**src/logic/nvcsu_pkg.sv**
```systemverilog
package nvcsu_pkg;

    localparam logic [11:0] NVCSU_COMMIT_ADDR = 12'h232;
    localparam logic [11:0] NVCSU_DESC_BASE   = 12'ha00;
    localparam logic [11:0] NVCSU_DESC_LAST   = 12'ha16;
    localparam logic [11:0] NVCSU_PROG_ADDR   = 12'hb00;
    localparam logic [11:0] NVCSU_ERR_ADDR    = 12'hb01;
    localparam logic [11:0] NVCSU_CTRL_ADDR   = 12'hb02;
    localparam logic [11:0] NVCSU_STORE_ADDR  = 12'hb03;

    localparam int NVCSU_DESC_NUM = 23;
    localparam int NVCSU_COMMIT_BIT = 0;
    localparam int NVCSU_BUSY_BIT   = 0;
    localparam int NVCSU_ERR_BIT    = 0;
    localparam int NVCSU_WEN_BIT    = 0;
    localparam int NVCSU_SOFT_BIT   = 1;
    localparam int NVCSU_STORE_BIT  = 0;
    localparam int NVCSU_OP_FLAG_BIT = 7;

    localparam logic [7:0] NVCSU_OP_COMMIT = 8'h80;
    localparam logic [7:0] NVCSU_OP_END    = 8'hff;
    localparam logic       NVCSU_WEN_RESET = 1'b0;

    // Default list: five segments spanning 0x000..0x232, then commit, then end
    localparam logic [7:0] NVCSU_SEG_FULL = 8'h7f;
    localparam logic [7:0] NVCSU_SEG_TAIL = 8'h37;

    typedef struct packed {
        logic        wr;
        logic        rd;
        logic [11:0] addr;
        logic [7:0]  wdata;
    } nvcsu_req_s;

    typedef enum logic [1:0] {NVCSU_SEG, NVCSU_COMMIT, NVCSU_END} nvcsu_kind_e;

    typedef struct packed {
        nvcsu_kind_e kind;
        logic [6:0]  cnt;
        logic [11:0] addr;
    } nvcsu_desc_s;

    function automatic logic [7:0] nvcsu_desc_default(input int idx);
        logic [11:0] start;
        start = 12'(((idx / 3) * 127));
        if (idx < 15) begin
            case (idx % 3)
                0:       nvcsu_desc_default = (idx == 12) ? NVCSU_SEG_TAIL : NVCSU_SEG_FULL;
                1:       nvcsu_desc_default = {4'h0, start[11:8]};
                default: nvcsu_desc_default = start[7:0];
            endcase
        end else if (idx == 15) begin
            nvcsu_desc_default = NVCSU_OP_COMMIT;
        end else begin
            nvcsu_desc_default = NVCSU_OP_END;
        end
    endfunction

endpackage

```
**src/logic/nvcsu_fifo2.sv**
```systemverilog
`timescale 1ns/10ps
`default_nettype none
module nvcsu_fifo2 #(
    parameter int WIDTH = 8,
    parameter int DEPTH = 2
) (
    input  wire logic             core_clk,  // Clock
    input  wire logic             reset_n,   // Async reset, active low
    input  wire logic             in_valid,  // Word offered
    output logic                  in_ready,  // Room for a word
    input  wire logic [WIDTH-1:0] in_data,   // Word in
    output logic                  out_valid, // Word held
    input  wire logic             out_ready, // Drain accepts
    output logic      [WIDTH-1:0] out_data   // Oldest word
);
    localparam int PW = (DEPTH > 1) ? $clog2(DEPTH) : 1;
    localparam int CW = $clog2(DEPTH + 1);

    logic [WIDTH-1:0] mem_reg [DEPTH];
    logic [PW-1:0]    wr_ptr_reg;
    logic [PW-1:0]    rd_ptr_reg;
    logic [CW-1:0]    cnt_reg;
    logic             push;
    logic             pop;

    function automatic logic [PW-1:0] bump(input logic [PW-1:0] p);
        bump = (p == PW'(DEPTH - 1)) ? '0 : PW'(p + 1'b1);
    endfunction

    assign in_ready  = (cnt_reg != CW'(DEPTH));
    assign out_valid = (cnt_reg != '0);
    assign out_data  = mem_reg[rd_ptr_reg];
    assign push      = in_valid && in_ready;
    assign pop       = out_valid && out_ready;

    always_ff @(posedge core_clk or negedge reset_n) begin
        if (!reset_n) begin
            for (int i = 0; i < DEPTH; i++) begin
                mem_reg[i] <= '0;
            end
        end else if (push) begin
            mem_reg[wr_ptr_reg] <= in_data;
        end
    end

    always_ff @(posedge core_clk or negedge reset_n) begin
        if (!reset_n) begin
            wr_ptr_reg <= '0;
            rd_ptr_reg <= '0;
            cnt_reg    <= '0;
        end else begin
            if (push) begin
                wr_ptr_reg <= bump(wr_ptr_reg);
            end
            if (pop) begin
                rd_ptr_reg <= bump(rd_ptr_reg);
            end
            if (push && !pop) begin
                cnt_reg <= CW'(cnt_reg + 1'b1);
            end else if (pop && !push) begin
                cnt_reg <= CW'(cnt_reg - 1'b1);
            end
        end
    end
endmodule // nvcsu_fifo2
`default_nettype wire

```
**src/logic/nvcsu_desc_decode.sv**
```systemverilog
`timescale 1ns/10ps
`default_nettype none
module nvcsu_desc_decode
    import nvcsu_pkg::*;
(
    input  wire logic [7:0] head,  // Count byte or opcode
    input  wire logic [7:0] hi,    // Start address, upper nibble
    input  wire logic [7:0] lo,    // Start address, low byte
    output nvcsu_desc_s     desc   // Decoded entry
);
    always_comb begin
        desc.cnt  = head[6:0];
        desc.addr = {hi[3:0], lo};
        if (!head[NVCSU_OP_FLAG_BIT]) begin
            desc.kind = NVCSU_SEG;
        end else if (head == NVCSU_OP_COMMIT) begin
            desc.kind = NVCSU_COMMIT;
        end else begin
            // Any other flagged byte ends the list, so a corrupt list cannot run away
            desc.kind = NVCSU_END;
        end
    end
endmodule // nvcsu_desc_decode
`default_nettype wire

```
**src/logic/nvcsu_core.sv**
```systemverilog
// Function
// - Writing one to 0x232 bit 0 commits staged registers; bit self-clears.
// - Twenty-three descriptor registers at 0xA00..0xA16 hold segment addresses and counts.
// - Descriptor area also accepts commit and end-of-list opcodes.
// - Reset descriptors move all registers then commit.
// - 0xB00 bit 0 reads 1 while a transfer runs, 0 when done.
// - Transfer-pending drives the status pin when its select bit is set.
// - 0xB01 bit 0 reads 1 when bad data was seen in a transfer.
// - With boot pin low, 0xB02 bit 1 resets and reloads from nonvolatile memory.
// - The soft reload bit clears itself the cycle after its write.
// - 0xB02 bit 0 enables stores; zero at reset blocks them.
// - 0xB03 bit 0 starts a store and reads one until it ends.
`timescale 1ns/10ps
`default_nettype none
module nvcsu_core
    import nvcsu_pkg::*;
#(
    parameter int BUF_DEPTH = 2
) (
    input  wire logic        core_clk,      // Serial port clock, 20 MHz
    input  wire logic        reset_n,       // Async reset, active low
    input  wire nvcsu_req_s  reg_req,       // Register access from serial port
    output logic      [7:0]  reg_rdata,     // Read data, one cycle after rd
    input  wire logic        nv_boot_pin,   // Boot-select pin; low allows soft reload
    input  wire logic        status_sel,    // Status pin select bit from 0x01D[7]
    input  wire logic        status_alt,    // Status pin source when not selected
    output logic             status_pin,    // Status output pin
    output logic             commit_stb,    // Copy buffer to active registers
    output logic             soft_reset_stb,// Soft device reset
    output logic      [11:0] buf_rd_addr,   // Buffer bank read address
    input  wire logic [7:0]  buf_rdata,     // Buffer bank read data
    output logic             buf_wr,        // Buffer bank write strobe
    output logic      [11:0] buf_wr_addr,   // Buffer bank write address
    output logic      [7:0]  buf_wr_data,   // Buffer bank write data
    output logic             nv_store_act,  // Store in progress
    output logic             nv_wr_valid,   // Byte for nonvolatile memory
    input  wire logic        nv_wr_ready,   // Memory accepts byte
    output logic      [7:0]  nv_wr_data,    // Byte to memory
    input  wire logic        nv_wr_err,     // Memory reports a bad write
    output logic             nv_load_req,   // Load in progress, memory streams
    input  wire logic        nv_rd_valid,   // Byte from memory
    output logic             nv_rd_ready,   // Block accepts byte
    input  wire logic [7:0]  nv_rd_data,    // Byte from memory
    input  wire logic        nv_rd_err      // Byte failed its check
);

    ////////////////////////////////////////////////////////////////////////////////
    typedef enum logic [1:0] {ST_IDLE, ST_FETCH, ST_MOVE, ST_DRAIN} nvcsu_state_e;

    nvcsu_state_e state_reg;
    logic [7:0]   desc_reg [NVCSU_DESC_NUM];
    logic [4:0]   ptr_reg;
    logic         dir_reg;
    logic [11:0]  addr_reg;
    logic [11:0]  pop_addr_reg;
    logic [6:0]   left_reg;
    logic         wen_reg;
    logic         store_bit_reg;
    logic         soft_reg;
    logic         err_reg;
    logic         commit_reg;
    logic [7:0]   rdata_reg;
    logic [7:0]   rdata_next;

    nvcsu_desc_s  cur_desc;
    logic         busy;
    logic         wr_commit;
    logic         wr_desc;
    logic         wr_ctrl;
    logic         wr_store;
    logic         start_store;
    logic         start_load;
    logic         fifo_in_valid;
    logic         fifo_in_ready;
    logic [7:0]   fifo_in_data;
    logic         fifo_out_valid;
    logic         fifo_out_ready;
    logic [7:0]   fifo_out_data;
    logic         push;
    logic         pop;

    function automatic logic hit(input logic [11:0] a, input logic [11:0] base);
        hit = reg_req.wr && (a == base);
    endfunction

    function automatic logic [7:0] desc_at(input logic [5:0] idx);
        desc_at = (idx < 6'(NVCSU_DESC_NUM)) ? desc_reg[5'(idx)] : NVCSU_OP_END;
    endfunction

    ////////////////////////////////////////////////////////////////////////////////
    assign busy        = (state_reg != ST_IDLE);
    assign wr_commit   = hit(reg_req.addr, NVCSU_COMMIT_ADDR);
    assign wr_ctrl     = hit(reg_req.addr, NVCSU_CTRL_ADDR);
    assign wr_store    = hit(reg_req.addr, NVCSU_STORE_ADDR);
    assign wr_desc     = reg_req.wr && (reg_req.addr >= NVCSU_DESC_BASE)
                         && (reg_req.addr <= NVCSU_DESC_LAST);
    // A store with protection on never starts; requests while busy are dropped
    assign start_store = wr_store && reg_req.wdata[NVCSU_STORE_BIT] && wen_reg && !busy;
    assign start_load  = wr_ctrl && reg_req.wdata[NVCSU_SOFT_BIT] && !nv_boot_pin && !busy;

    nvcsu_desc_decode u_decode (
        .head (desc_at({1'b0, ptr_reg})),
        .hi   (desc_at(6'(ptr_reg + 5'd1))),
        .lo   (desc_at(6'(ptr_reg + 5'd2))),
        .desc (cur_desc)
    );

    ////////////////////////////////////////////////////////////////////////////////
    // Two-entry buffer between the byte source and sink of either direction
    assign fifo_in_valid  = (state_reg == ST_MOVE) && (left_reg != '0)
                            && (dir_reg || nv_rd_valid);
    assign fifo_in_data   = dir_reg ? buf_rdata : nv_rd_data;
    assign fifo_out_ready = dir_reg ? nv_wr_ready : 1'b1;
    assign push           = fifo_in_valid && fifo_in_ready;
    assign pop            = fifo_out_valid && fifo_out_ready;

    nvcsu_fifo2 #(
        .WIDTH (8),
        .DEPTH (BUF_DEPTH)
    ) u_fifo (
        .core_clk  (core_clk),
        .reset_n   (reset_n),
        .in_valid  (fifo_in_valid),
        .in_ready  (fifo_in_ready),
        .in_data   (fifo_in_data),
        .out_valid (fifo_out_valid),
        .out_ready (fifo_out_ready),
        .out_data  (fifo_out_data)
    );

    assign nv_rd_ready  = !dir_reg && (state_reg == ST_MOVE) && (left_reg != '0) && fifo_in_ready;
    assign nv_wr_valid  = dir_reg && fifo_out_valid;
    assign nv_wr_data   = fifo_out_data;
    assign buf_wr       = !dir_reg && fifo_out_valid;
    assign buf_wr_addr  = pop_addr_reg;
    assign buf_wr_data  = fifo_out_data;
    assign buf_rd_addr  = addr_reg;
    assign nv_store_act = busy && dir_reg;
    assign nv_load_req  = busy && !dir_reg;

    ////////////////////////////////////////////////////////////////////////////////
    // Descriptor walk
    always_ff @(posedge core_clk or negedge reset_n) begin
        if (!reset_n) begin
            state_reg <= ST_IDLE;
            ptr_reg   <= '0;
            dir_reg   <= 1'b0;
        end else begin
            case (state_reg)
                ST_IDLE: begin
                    if (start_store || start_load) begin
                        state_reg <= ST_FETCH;
                        ptr_reg   <= '0;
                        dir_reg   <= start_store;
                    end
                end
                ST_FETCH: begin
                    case (cur_desc.kind)
                        NVCSU_SEG: begin
                            ptr_reg   <= 5'(ptr_reg + 5'd3);
                            state_reg <= ST_MOVE;
                        end
                        NVCSU_COMMIT: begin
                            ptr_reg <= 5'(ptr_reg + 5'd1);
                        end
                        default: begin
                            state_reg <= ST_IDLE;
                        end
                    endcase
                end
                ST_MOVE: begin
                    if (left_reg == '0) begin
                        state_reg <= ST_DRAIN;
                    end
                end
                ST_DRAIN: begin
                    // Every byte of a segment lands before the next segment starts
                    if (!fifo_out_valid) begin
                        state_reg <= ST_FETCH;
                    end
                end
                default: begin
                    state_reg <= ST_IDLE;
                end
            endcase
        end
    end

    // Segment address and count
    always_ff @(posedge core_clk or negedge reset_n) begin
        if (!reset_n) begin
            addr_reg     <= '0;
            pop_addr_reg <= '0;
            left_reg     <= '0;
        end else begin
            if (state_reg == ST_FETCH && cur_desc.kind == NVCSU_SEG) begin
                addr_reg     <= cur_desc.addr;
                pop_addr_reg <= cur_desc.addr;
                left_reg     <= cur_desc.cnt;
            end else begin
                if (push) begin
                    addr_reg <= 12'(addr_reg + 12'd1);
                    left_reg <= 7'(left_reg - 7'd1);
                end
                if (pop) begin
                    pop_addr_reg <= 12'(pop_addr_reg + 12'd1);
                end
            end
        end
    end

    ////////////////////////////////////////////////////////////////////////////////
    // Descriptor registers; frozen while a transfer reads them
    always_ff @(posedge core_clk or negedge reset_n) begin
        if (!reset_n) begin
            for (int i = 0; i < NVCSU_DESC_NUM; i++) begin
                desc_reg[i] <= nvcsu_desc_default(i);
            end
        end else if (wr_desc && !busy) begin
            desc_reg[5'(reg_req.addr - NVCSU_DESC_BASE)] <= reg_req.wdata;
        end
    end

    // Control bits
    always_ff @(posedge core_clk or negedge reset_n) begin
        if (!reset_n) begin
            wen_reg       <= NVCSU_WEN_RESET;
            store_bit_reg <= 1'b0;
            soft_reg      <= 1'b0;
        end else begin
            if (wr_ctrl) begin
                wen_reg <= reg_req.wdata[NVCSU_WEN_BIT];
            end
            soft_reg <= start_load;
            if (start_store) begin
                store_bit_reg <= 1'b1;
            end else if (!busy) begin
                store_bit_reg <= 1'b0;
            end
        end
    end

    // Error flag: cleared when a transfer starts, set by any bad byte
    always_ff @(posedge core_clk or negedge reset_n) begin
        if (!reset_n) begin
            err_reg <= 1'b0;
        end else if ((push && !dir_reg && nv_rd_err) || (pop && dir_reg && nv_wr_err)) begin
            err_reg <= 1'b1;
        end else if (start_store || start_load) begin
            err_reg <= 1'b0;
        end
    end

    // Commit strobe from the host bit or the list opcode
    always_ff @(posedge core_clk or negedge reset_n) begin
        if (!reset_n) begin
            commit_reg <= 1'b0;
        end else begin
            commit_reg <= (wr_commit && reg_req.wdata[NVCSU_COMMIT_BIT])
                          || (state_reg == ST_FETCH && cur_desc.kind == NVCSU_COMMIT);
        end
    end

    assign commit_stb     = commit_reg;
    assign soft_reset_stb = soft_reg;
    assign status_pin     = status_sel ? busy : status_alt;

    ////////////////////////////////////////////////////////////////////////////////
    // Register read
    always_comb begin
        rdata_next = 8'h00;
        if (reg_req.addr >= NVCSU_DESC_BASE && reg_req.addr <= NVCSU_DESC_LAST) begin
            rdata_next = desc_reg[5'(reg_req.addr - NVCSU_DESC_BASE)];
        end else begin
            case (reg_req.addr)
                NVCSU_PROG_ADDR:  rdata_next[NVCSU_BUSY_BIT] = busy;
                NVCSU_ERR_ADDR:   rdata_next[NVCSU_ERR_BIT] = err_reg;
                NVCSU_CTRL_ADDR: begin
                    rdata_next[NVCSU_WEN_BIT]  = wen_reg;
                    rdata_next[NVCSU_SOFT_BIT] = soft_reg;
                end
                NVCSU_STORE_ADDR: rdata_next[NVCSU_STORE_BIT] = store_bit_reg;
                default:          rdata_next = 8'h00;
            endcase
        end
    end

    always_ff @(posedge core_clk or negedge reset_n) begin
        if (!reset_n) begin
            rdata_reg <= 8'h00;
        end else if (reg_req.rd) begin
            rdata_reg <= rdata_next;
        end
    end

    assign reg_rdata = rdata_reg;

    ////////////////////////////////////////////////////////////////////////////////
    AST_COMMIT_PULSE: assert property (@(posedge core_clk) disable iff (!reset_n)
        wr_commit && reg_req.wdata[NVCSU_COMMIT_BIT] |=> commit_stb)
        else $error("host commit did not pulse commit strobe");

    AST_COMMIT_SELFCLR: assert property (@(posedge core_clk) disable iff (!reset_n)
        !(wr_commit && reg_req.wdata[NVCSU_COMMIT_BIT]) && state_reg != ST_FETCH
        |=> !commit_stb)
        else $error("commit strobe held without a cause");

    AST_DESC_STORE: assert property (@(posedge core_clk) disable iff (!reset_n)
        wr_desc && !busy |=> desc_reg[5'($past(reg_req.addr) - NVCSU_DESC_BASE)]
                             == $past(reg_req.wdata))
        else $error("descriptor write not stored");

    AST_OPCODE_COMMIT: assert property (@(posedge core_clk) disable iff (!reset_n)
        state_reg == ST_FETCH && cur_desc.kind == NVCSU_COMMIT
        |=> commit_stb && state_reg == ST_FETCH)
        else $error("commit opcode not executed");

    AST_BUSY_READ: assert property (@(posedge core_clk) disable iff (!reset_n)
        reg_req.rd && reg_req.addr == NVCSU_PROG_ADDR |=> reg_rdata[0] == $past(busy))
        else $error("progress bit does not follow transfer");

    AST_STATUS_PIN: assert property (@(posedge core_clk) disable iff (!reset_n)
        status_sel |-> status_pin == (nv_store_act || nv_load_req))
        else $error("status pin does not show transfer pending");

    AST_ERR_SET: assert property (@(posedge core_clk) disable iff (!reset_n)
        push && !dir_reg && nv_rd_err |=> err_reg)
        else $error("bad byte did not set error flag");

    AST_SOFT_START: assert property (@(posedge core_clk) disable iff (!reset_n)
        start_load |=> soft_reset_stb && nv_load_req)
        else $error("soft reload did not reset and load");

    AST_SOFT_CLEAR: assert property (@(posedge core_clk) disable iff (!reset_n)
        soft_reset_stb |=> !soft_reset_stb)
        else $error("soft reload bit did not self clear");

    AST_PROTECT: assert property (@(posedge core_clk) disable iff (!reset_n)
        !busy && !wen_reg |=> !nv_store_act)
        else $error("store started under write protection");

    AST_STORE_BIT: assert property (@(posedge core_clk) disable iff (!reset_n)
        nv_store_act ##1 (!busy && !start_store) |=> !store_bit_reg)
        else $error("store bit not cleared after store");

    AST_END_STOP: assert property (@(posedge core_clk) disable iff (!reset_n)
        state_reg == ST_FETCH && cur_desc.kind == NVCSU_END |=> !busy)
        else $error("end opcode did not stop the transfer");

endmodule // nvcsu_core
`default_nettype wire

```
**config.mk**
```make
export PLATFORM = sky130hd
export DESIGN_NAME = nvcsu_core
export DESIGN_NICKNAME = d
export VERILOG_FILES = /design/src/logic/nvcsu_pkg.sv /design/src/logic/nvcsu_fifo2.sv /design/src/logic/nvcsu_desc_decode.sv /design/src/logic/nvcsu_core.sv
export SDC_FILE = /design/constraint.sdc
export NUM_CORES = 1
export LEC_CHECK = 0
export ABC_AREA = 1
export BUFFER_PORTS_ARGS = -buffer_cell sky130_fd_sc_hd__buf_2
export CAP_MARGIN = 0
export CORE_MARGIN = 8
export CORE_UTILIZATION = 33
export CTS_CLUSTER_DIAMETER = 60
export DETAILED_ROUTE_END_ITERATION = 7
export SLEW_MARGIN = 20
export SYNTH_ARGS = -nofsm -noshare
export SYNTH_HDL_FRONTEND = slang
export SYNTH_SLANG_ARGS = --single-unit
export TNS_END_PERCENT = 100
```
**constraint.sdc**
```tcl
create_clock -name core_clk -period 2.75 [get_ports core_clk]
set_input_delay 0.4125 -clock core_clk [delete_from_list [all_inputs] [get_ports core_clk]]
set_output_delay 0.4125 -clock core_clk [all_outputs]
set_load 0.1 [all_outputs]
```
After elaboration in Yosys (flattened, before gate mapping) --
Index checks and enable logic that the tools add are counted.
Word-level totals: output and inout port bits 56, register bits 256, input bits 47, logic and storage cells 200
Cells by class: multiplexer cells 54, add/subtract/negate cells 12, reduce and logical (&&, ||, !) cells 58, bitwise gates (word level) 6, equality and inequality tests 17, $lt $le $gt $ge 13
Operators by type and width (number):
- bitwise mux 184 bit | 1
- binary-select mux 8 bit (select 5 bit) | 4
- 2-to-1 mux 8 bit | 15
- equality test 12 bit, second input constant | 4
- 2-to-1 mux 12 bit | 4
- demux 8 bit (select 5 bit) | 1
- logical AND 1 bit | 35
- adder 12 x 1 -> 12 bit, second input constant | 2
- greater-or-equal comparator 6 bit, second input constant | 4
- NOT 5 -> 6 bit | 4
- case mux 5 bit (2 select lines) | 2
- bitwise mux 16 bit | 1
- 2-to-1 mux 2 bit | 7
- 2-to-1 mux 7 bit | 2
- nonzero test 2 bit | 7
- equality test 12 x 10 -> 1 bit, second input constant | 1
- greater-or-equal comparator 12 bit, second input constant | 1
- less-or-equal comparator 12 bit, second input constant | 1
- less-than comparator 6 x 5 -> 1 bit, second input constant | 2
- 2-to-1 mux 4 bit | 3
- 2-to-1 mux 1 bit | 9
- demux 8 bit (select 1 bit) | 1
- equality test 8 bit, second input constant | 1
- != test 2 bit, second input constant | 4
- 30 further kinds | 44

Depth between registers and ports, before layout --
Gate-level depths: netlist (run 1).
depth after elaboration 11, mapped depth 20, depth with buffers taken out 19

Modules after synthesis --
From an unflattened synthesis (run 1), not the netlist that was laid out.
Second synthesis, totals: cell total of the unflattened synthesis 2788, area, all modules 18317.6 um2
Modules (own cells, without submodules):
- nvcsu_core | area each 17120.2 um2, cells each 2636, sequential area each 6053.3 um2, instances 1
- nvcsu_fifo2 | area each 1018.5 um2, cells each 124, sequential area each 500.5 um2, instances 1
- nvcsu_desc_decode | area each 178.9 um2, cells each 28, sequential area each 0.0 um2, instances 1

Least setup slack after synthesis (run 1) --
OpenSTA, ideal clock, no wires.
kind reg2out, start reg u_fifo.rd_ptr_reg, end out nv_wr_data[1], path slack -1122 ps, data arrival time 3460 ps, path buffers 3, cell stages (with the launch flop) 5, data required time 2338 ps, cells stage by stage dfrtp_1 > clkbuf_1 > clkbuf_1 > o21ai_0 > buf_4
Between the ends: longest elaborated chain between the ends 4
Ends and longest elaborated chain:
- start: declaration | RTL line nvcsu_fifo2.sv:21 | logic [PW-1:0] rd_ptr_reg;
- start signal: assignment | RTL line nvcsu_fifo2.sv:56 | rd_ptr_reg <= bump(rd_ptr_reg);
- NOT 1 -> 2 bit (not written as such) | RTL line nvcsu_fifo2.sv:32 | assign out_data = mem_reg[rd_ptr_reg];
- 2-to-1 mux 8 bit (not written as such) (3 in a row) | RTL line nvcsu_fifo2.sv:32
- end: declaration | RTL line nvcsu_core.sv:38 | output logic [7:0] nv_wr_data,
Every way passes these cells. The select of a mux whose other input is x is not followed.

Worst setup path in the final report (run 1) --
start reg ptr_reg[0], end reg ptr_reg[3]
Between the ends: longest elaborated chain between the ends 11, elaborated cells on any way between the ends 17, those cells by class 2 x add/sub; 1 x order compare; 3 x eq/ne; 8 x mux; 1 x bitwise; 2 x reduce/logical
Ends and longest elaborated chain:
- start: declaration | RTL line nvcsu_core.sv:52 | logic [4:0] ptr_reg;
- start signal: assignment | RTL line nvcsu_core.sv:160 | ptr_reg <= 5'(ptr_reg + 5'd3);
- start signal: assignment | RTL line nvcsu_core.sv:164 | ptr_reg <= 5'(ptr_reg + 5'd1);
- NOT 5 -> 6 bit (not written as such) | RTL line nvcsu_core.sv:87 | desc_at = (idx < 6'(NVCSU_DESC_NUM)) ? desc_reg[5'(idx)] : NVCSU_OP_END;
- binary-select mux 8 bit (select 5 bit) | RTL line nvcsu_core.sv:87
- 2-to-1 mux 8 bit (not written as such) (2 in a row) | RTL line nvcsu_core.sv:87
- 2-to-1 mux 8 bit | RTL line nvcsu_core.sv:87
- equality test 8 bit | RTL line nvcsu_desc_decode.sv:16 | end else if (head == NVCSU_OP_COMMIT) begin
- 2-to-1 mux 2 bit | RTL line nvcsu_desc_decode.sv:16
- 2-to-1 mux 2 bit | RTL line nvcsu_desc_decode.sv:14 | if (!head[NVCSU_OP_FLAG_BIT]) begin
- equality test 2 x 1 -> 1 bit / logical NOT 2 bit (equally long branches) | RTL line nvcsu_core.sv:158 | case (cur_desc.kind)
- case mux 5 bit (2 select lines) / != test 3 x 2 -> 1 bit (equally long branches)
- case mux 5 bit (2 select lines) / AND reduction 3 bit (equally long branches)
Several ways; a longest one is shown, not always the timed one. The select of a mux whose other input is x is not followed. A chain may end at the register's enable or synchronous reset.

==> key figures, run 1 <==
Outcome
  • Status: complete, but fails checks
  • Failing checks: negative setup slack

Power and ir drop
  • Leak Pwr: 9.23 nW
  • Peak VDD IR: 482 uV
  • P per Cell Area: 1030 nW/um^2

Yosys
  • Post-synthesis xor/xnor area fraction: 1.23%
  • YS warnings: 0
  • Sequential-to-total area share from yosys stat: 40.5%
  • Syn avg cell area: 7.04 sq um
  • Synth Area in Compound Gates: 18.6%
  • Top cell type by total area after synthesis: dfrtp_1
  • Simple-gate share of the synthesized area: 30.1%
  • Asr flop ratio synth: 100%
  • Multiplexer share of the synthesized area: 0.124%
  • Syn nets: 2362
  • Post-Syn Instances: 2299
  • Post-synthesis adder-cell area fraction: 1.28%
  • Largest family of logic cells by synthesized area: simple AND/OR/NAND/NOR gates
  • Area contributors post-synth: dfrtp_1 (21%), dfstp_2 (19%), nand2_1 (17%), o21ai_0 (9.1%), nand3_1 (7.6%)
  • EDFF count, synth: 0
  • Yosys reg bits: 256
  • Distinct cell type count after synthesis: 55
  • Synth Flop Type: dfrtp_1
  • Top-area cell type share of the netlist area: 21.3%
  • Cell area after synthesis: 16200 sq um

Die
  • Die width: 238 um
  • Die H: 238 um
  • Core area: 48600 sq um
  • Starting density of the core: 33.3%
  • # IOs: 103
  • Row cnt: 81
  • Die Area: 56400 sq um

Clock network
  • Clk slew on worst S/H paths: 60 ps
  • CTS tree: yes
  • Skew-Pair Late Insertion Delay: 550 ps
  • Maximum clock path buffer count: 3
  • H-Tree Depth: 2
  • Root Driver: clkbuf_16
  • Sink Count: 256
  • Number of buffers created by CTS: 35

Worst setup path
  • CP cell instances: buf_6 -> buf_16 -> buf_4 -> nand2_1 -> nand3_1 -> nand3_1 -> nand2_2 -> nor2_2 -> nand2_1 -> nand2_1 -> nand2_1 -> nor2_2 -> nand2_2 -> ha_4 -> a21oi_4 -> o21ai_1 -> o211a_1 -> nand3_1 -> nand2_1
  • Critical Path Most Common Cell: nand2_1
  • Worst EP required: 3220 ps
  • Critical R2R Launch: ptr_reg[0]$_DFFE_PN0P_
  • Reg2reg path depth: 19
  • Reg2Reg Capture Point: ptr_reg[3]$_DFFE_PN0P_
  • Slowest stage delay, CP: 540 ps
  • Critical path arrival: 3240 ps
  • Crit path capture type: flip-flop
  • WP buf/inv: 3
  • Critical-path top delay cell: dfrtp_4
  • Critical Path Start Type: flip-flop
  • Largest fanout on the critical path: 8
  • Critical path class: flip-flop to flip-flop
  • R2R setup slack: -20 ps
  • Crit path max-delay family: simple AND/OR/NAND/NOR gates

Finish
  • Number of flip-flops under the largest register name: 184
  • Fin area: 21000 sq um
  • Share of layout cells above drive strength 1: 27.1%
  • Nets: 2606
  • ANT cells: 0
  • Synthesis-to-finish area growth: 29.8%
  • Core Util, Final: 43.2%

STA
  • Setup ws final: -19.7 ps
  • RSZ-0062 raised after global routing: true
  • Clk_skew: 19.8 ps
  • Final worst path period share: 101%
  • Fmax: 361 MHz
  • Hold Fails Final Rpt: 0
  • Slew headroom: 28.9%
  • Final Slew Violations: 0
  • Worst-Margin Slew: 1060 ps
  • Setup violators final: 2
  • Period minus WS final: 2770 ps

Detailed routing
  • First DRT Iteration DRCs: 1733
  • Wirelength per Cell: 21.5 um
  • Detailed-route via count: 17.4k
  • First-pass DRT Iterations: 7
  • Final ANT Viol Nets: 0
  • Routed wire length: 68600 um
  • DRC errors left: 0
  • Drt via density: 5.47

GRT
  • First-pass GRT wire length: 104000 um
  • All-layer global routing usage: 23.7%
  • Initial antenna violation count: 0
  • Pin count of the biggest net entering global routing: 92
  • GR Overflow Total: 0
  • Number of global-route vias before repair: 16.6k

Worst hold path
  • Worst min-delay path startpoint: nv_boot_pin
  • Min-Delay Path Depth: 2
  • Hold/Removal Path Class: input port to flip-flop
  • Hold worst-path end: soft_reset_stb$_DFF_PN0_

Placement
  • # port buffers: 102
  • Detail Placement HPWL: 49400 um
  • Post-placement cell area: 18800 sq um
  • GP Congestion: 0.964

Job
  • Max_cap viols: 0
## worst max-delay path by stage
stage / from / endpoint / slack [ps] / depth (start not counted)
final: ptr_reg[0]$_DFFE_PN0P_ / ptr_reg[3]$_DFFE_PN0P_ / -20 / 19
after global routing: ptr_reg[0]$_DFFE_PN0P_ / ptr_reg[3]$_DFFE_PN0P_ / -150 / 19
after CTS: ptr_reg[0]$_DFFE_PN0P_ / ptr_reg[3]$_DFFE_PN0P_ / -8 / 19
after detailed placement: ptr_reg[0]$_DFFE_PN0P_ / ptr_reg[4]$_DFFE_PN0P_ / -160 / 17
after global placement: ptr_reg[0]$_DFFE_PN0P_ / ptr_reg[4]$_DFFE_PN0P_ / -170 / 18
after floorplan: u_fifo.rd_ptr_reg$_DFFE_PN0P_ / nv_wr_data[1] / -290 / 4
## layout by cell type (no fill, tap or decap), types with 47 or more instances in the layout
| cell type | Yosys | routed |
|---|---|---|
| buf_4 | 23 | 204 |
| nand3_1 | 245 | 214 |
| nor2_1 | 139 | 119 |
| dfstp_2 | 118 | 118 |
| a21oi_1 | 50 | 47 |
| nand2_1 | 715 | 679 |
| inv_1 | 137 | 134 |
| dfrtp_1 | 138 | 134 |
| o21ai_1 | 51 | 67 |
| buf_2 | 47 | 101 |
| o21ai_0 | 293 | 264 |
## report_power, final
group          switching [mW]  internal, mW
clock network            1.80          2.86
registers               0.416          4.20
logic                    8.38          4.05
total                    10.6          11.1
## through the flow
stage	setup slack, ps	hold WS, ps	std cells	setup TNS [ps]	total power, mW
after floorplan	-291	117	2299	-1060	11.9
after global placement	-169	461	3095	-463	15.6
after detailed placement	-163	465	3095	-511	15.6
after CTS	-8.45	53.2	3179	-14.4	21.1
after global routing	-153	54.8	3190	-687	22.8
final	-19.7	72.4	3190	-33.5	21.7
## synthesized netlist by cell type (all sizes together) (14+ instances only)
| library cell | number |
|---|---|
| dfstp | 118 |
| ha | 15 |
| o21ai | 345 |
| nand2 | 724 |
| dfrtp | 138 |
| o22ai | 36 |
| nor2 | 150 |
| xor2 | 14 |
| a31oi | 26 |
| a21oi | 50 |
| inv | 151 |
| clkbuf | 63 |
| buf | 86 |
| nand3 | 249 |
| o211ai | 29 |
## kinds of logic (layout without fill, tap and decap cells)
kind of cell    count (synthesis)  count (layout)
mux                             2               2
compound gates                538             538
xor+xnor                       21              21
buf+inv                       305             574
simple gates                 1161            1161
fa+ha+maj                      16              16
flops                         256             256
## per-layer routing
layer | wire [um] | GRT usage (%) | vias up
met1 | 29600 | 32.1 | 8289
met2 | 30600 | 37.5 | 802
met3 | 5650 | 4.10 | 139
li1 | - | - | 8204
met5 | 0 | 0 | -
met4 | 2700 | 9.10 | 0
## area by class of cell
| cell class | instances | area [sq um] |
|---|---|---|
| well taps | 622 | 778 |
| multi-input cells | 1738 | 8820 |
| fillers | 4983 | 27600 |
| repair buffers | 356 | 3070 |
| clock buffers | 48 | 1010 |
| flip-flops and latches | 256 | 6560 |
| clock inverters | 14 | 170 |
| inverters | 156 | 606 |
## timing repair
item	CTS	global route
cloned	8	3
hold buffers	1	0
gates resized for setup	66	111
endpoints found under the setup margin	6	27
pin swaps	18	42
setup buffers	13	8
hold endpoints to repair	75	0
No activity file was read; power rests on OpenSTA's default activity.
==> run 2, diff against run 1 <==
BUFFER_PORTS_ARGS = default   (was -buffer_cell sky130_fd_sc_hd__buf_2)
CAP_MARGIN = default   (was 0)
DONT_BUFFER_PORTS = 1   (was default)
==> run 2 against run 1 <==
  * The flow finishes with violations (negative hold slack, negative setup slack)
  * Largest power group unchanged
  * Critical endpoint is now ptr_reg[4]$_DFFE_PN0P_
  * Clock power up 7.9%
  * Sequential share of layout area increased by 1.1 points
  * Routed wire length decreased by 5.4%
  * Sequential power increased by 1%
  * Count of clock-buffer cells in the layout grew 5
  * Non-clock buffer count is 143 lower
  * Critical path depth is 2 lower
==> key figures, run 2 (synthesis gave the netlist of run 1 again) <==
GRT
  • Number of global-route vias before repair: 16.2k (-2.5%)
  • GR Overflow Total: 0 (unchanged)
  • First-pass GRT wire length: 98100 um (-5.2%)
  • Pin count of the biggest net entering global routing: 257 (+180%)
  • All-layer global routing usage: 22.2% (-1.5 points)
  • Initial antenna violation count: 0 (unchanged)

STA
  • Fmax: 362 MHz (+0.26%)
  • Setup ws final: -12.6 ps (+7.14 ps)
  • RSZ-0062 raised after global routing: true
  • Slew headroom: 33.2% (+4.3 points)
  • TNS Setup: -12.6 ps (+20.9 ps)
  • Setup violators final: 1 (-1)
  • Final Slew Violations: 0 (unchanged)
  • Final worst path period share: 100% (-0.26 points)
  • Worst-Margin Slew: 1000 ps (-60.2 ps)
  • Clk_skew: 12.9 ps (-6.92 ps)
  • Hold Fails Final Rpt: 168 (+168)
  • Hold Slack: -437 ps (-510 ps)
  • Period minus WS final: 2760 ps (-7.14 ps)

Placement
  • GP Congestion: 0.965 (about the same)
  • Detail Placement HPWL: 46200 um (-6.5%)
  • # port buffers: 0 (-100%)

Detailed routing
  • Final ANT Viol Nets: 0 (unchanged)
  • Wirelength per Cell: 21.3 um (-1.2%)
  • First DRT Iteration DRCs: 1513 (-13%)
  • Drt via density: 5.54 (+1.5%)
  • Routed wire length: 64900 um (-5.4%)
  • First-pass DRT Iterations: 6 (-1)
  • Detailed-route via count: 16.9k (-2.9%)
  • DRC errors left: 0 (unchanged)

Clock network
  • Clk slew on worst S/H paths: 50 ps (about the same)
  • Skew-Pair Late Insertion Delay: 550 ps (about the same)
  • Root Driver: clkbuf_16
  • H-Tree Depth: 2 (unchanged)
  • Sink Count: 256 (unchanged)
  • Maximum clock path buffer count: 3 (unchanged)
  • CTS Hold Buffers Added: 1 (unchanged)
  • CTS tree: yes
  • Number of buffers created by CTS: 37 (+5.7%)

Finish
  • Most frequent cells in the layout: nand2_1 (683), o21ai_0 (262), nand3_1 (211)
  • Share of layout cells above drive strength 1: 23.6% (-3.5 points)
  • ANT cells: 0 (unchanged)
  • Most common cell after layout, fill and taps aside: nand2_1
  • Number of flip-flops under the largest register name: 184 (unchanged)
  • Nets: 2465 (-5.4%)
  • Synthesis-to-finish area growth: 25.5%

Die
  • Die width: 238 um (unchanged)
  • # IOs: 103 (unchanged)
  • Row cnt: 81 (unchanged)
  • Die H: 238 um (unchanged)
  • Starting density of the core: 33.3% (unchanged)
  • Core area: 48600 sq um (unchanged)
  • Die Area: 56400 sq um (unchanged)

Power and ir drop
  • Leak Pwr: 8.64 nW (-6.4%)
  • Sw frac: 48.3% (-0.52 points)
  • Peak VDD IR: 489 uV (+1.5%)
  • Clock share of power: 23.5% (+2.0 points)
  • Comb pwr share: 54.7% (-2.6 points)
  • Switch Pwr: 10.3 mW (-2.4%)
  • P per Cell Area: 1050 nW/um^2 (+2.1%)
  • Design Power: 21.4 mW (-1.3%)
  • Int Pwr: 11.1 mW (-0.32%)
  • Sequential Power Share: 21.8% (+0.5 points)

Worst setup path
  • Largest fanout on the critical path: 11 (+3)
  • Critical path class: flip-flop to flip-flop
  • Critical Path Start Type: flip-flop
  • Critical-path top delay cell: dfrtp_4
  • Critical path arrival: 3200 ps (-40 ps)
  • Crit path capture type: flip-flop
  • Slowest stage delay, CP: 540 ps (about the same)
  • CP cell instances: buf_6 -> buf_12 -> o21ai_4 -> nand2_1 -> nand3_1 -> nand3_2 -> nor2_2 -> nor2_2 -> nand2_2 -> nor2_4 -> nand2_2 -> inv_2 -> fa_2 -> nor3_2 -> nor3_2 -> nand3_1 -> nand2_1
  • Worst EP required: 3190 ps (-30 ps)

Outcome
  • Status: complete, but fails checks
  • Failing checks: negative hold slack, negative setup slack

Worst hold path
  • Hold/Removal Path Class: input port to async pin

Job
  • Max_cap viols: 0 (unchanged)
==> run 2: changes by cell type in the layout (fill, tap and decap cells not counted), moves of 4 or more <==
cell | before | now
o21ai_1 | 67 | 60
buf_16 | 6 | 1
nand2_1 | 679 | 683
nor2_4 | 7 | 12
clkbuf_16 | 40 | 44
nand2_2 | 40 | 36
buf_4 | 204 | 172
buf_2 | 101 | 0
nor2_1 | 119 | 111
o21ai_4 | 3 | 14
==> run 2: power groups by stage <==
stage | registers, mW | clock network [mW] | logic, mW
finish | 4.67 | 5.04 | 11.7
global route | 4.73 | 5.32 | 12.4
CTS | 4.66 | 5.17 | 10.8
detailed placement | 4.71 | 0 | 10.5
global placement | 4.69 | 0 | 10.5
floorplan | 5.61 | 0 | 6.25
==> run 2: final cells by class <==
cell class	count	area, sq um
inverters	156	607
well taps	622	778
multi-input cells	1738	8990
clock buffers	53	1110
flip-flops and latches	256	6560
clock inverters	15	199
fillers	4888	28300
repair buffers	213	2070
==> run 2: timing repair <==
item                                    4_1_cts  5_1_grt
resized for setup                            37      158
pin swaps                                     5       57
endpoints found under the setup margin       24       24
gates cloned                                  2        4
setup buffers                                 0        5
hold endpoints to repair                    257      256
==> run 2: final timing paths <==
kind	startpoint	to	slack, ps	cells past startpoint
setup / recovery	ptr_reg[0]$_DFFE_PN0P_	ptr_reg[4]$_DFFE_PN0P_	-10	17
hold / removal	reset_n	u_fifo.mem_reg[9]$_DFFE_PN0P_	-440	0
setup reg to reg	ptr_reg[0]$_DFFE_PN0P_	ptr_reg[4]$_DFFE_PN0P_	-10	17
hold reg to reg	desc_reg[82]$_DFFE_PN1P_	desc_reg[82]$_DFFE_PN1P_	470	2
max in group asynchronous	reset_n	desc_reg[126]$_DFFE_PN0P_	2490	0
min in group core_clk	reg_req[13]	commit_stb$_DFF_PN0_	40	2
==> run 2: worst max-delay path, delay by kind of cell (launching register included) <==
| family | cells | cell delay [ps] |
|---|---|---|
| simple gates | 12 | 1170 |
| fa+ha+maj | 1 | 390 |
| compound gates | 1 | 170 |
| flops | 1 | 540 |
| buf+inv | 3 | 370 |
==> run 2: per-stage QoR <==
step | instances | util [%] | worst slack (ps) | area, sq um | hold slack, ps
floorplan | 2299 | - | -291 | 16200 | 117
global placement | 2973 | 37.2 | -131 | 18100 | 125
detailed placement | 2973 | 37.2 | -156 | 18100 | 126
CTS | 3044 | 40.3 | 0.442 | 19600 | -472
global route | 3053 | 41.8 | -127 | 20300 | -469
finish | 3053 | 41.8 | -12.6 | 20300 | -437
==> run 2: layer usage <==
metal / track usage, % / part of all wire (%) / vias up
li1: - / - / 7898
met1: 29.1 / 42 / 8176
met2: 36.3 / 47 / 734
met3: 4.38 / 8.3 / 120
met4: 7.70 / 3.2 / 0
met5: 0 / 0 / -
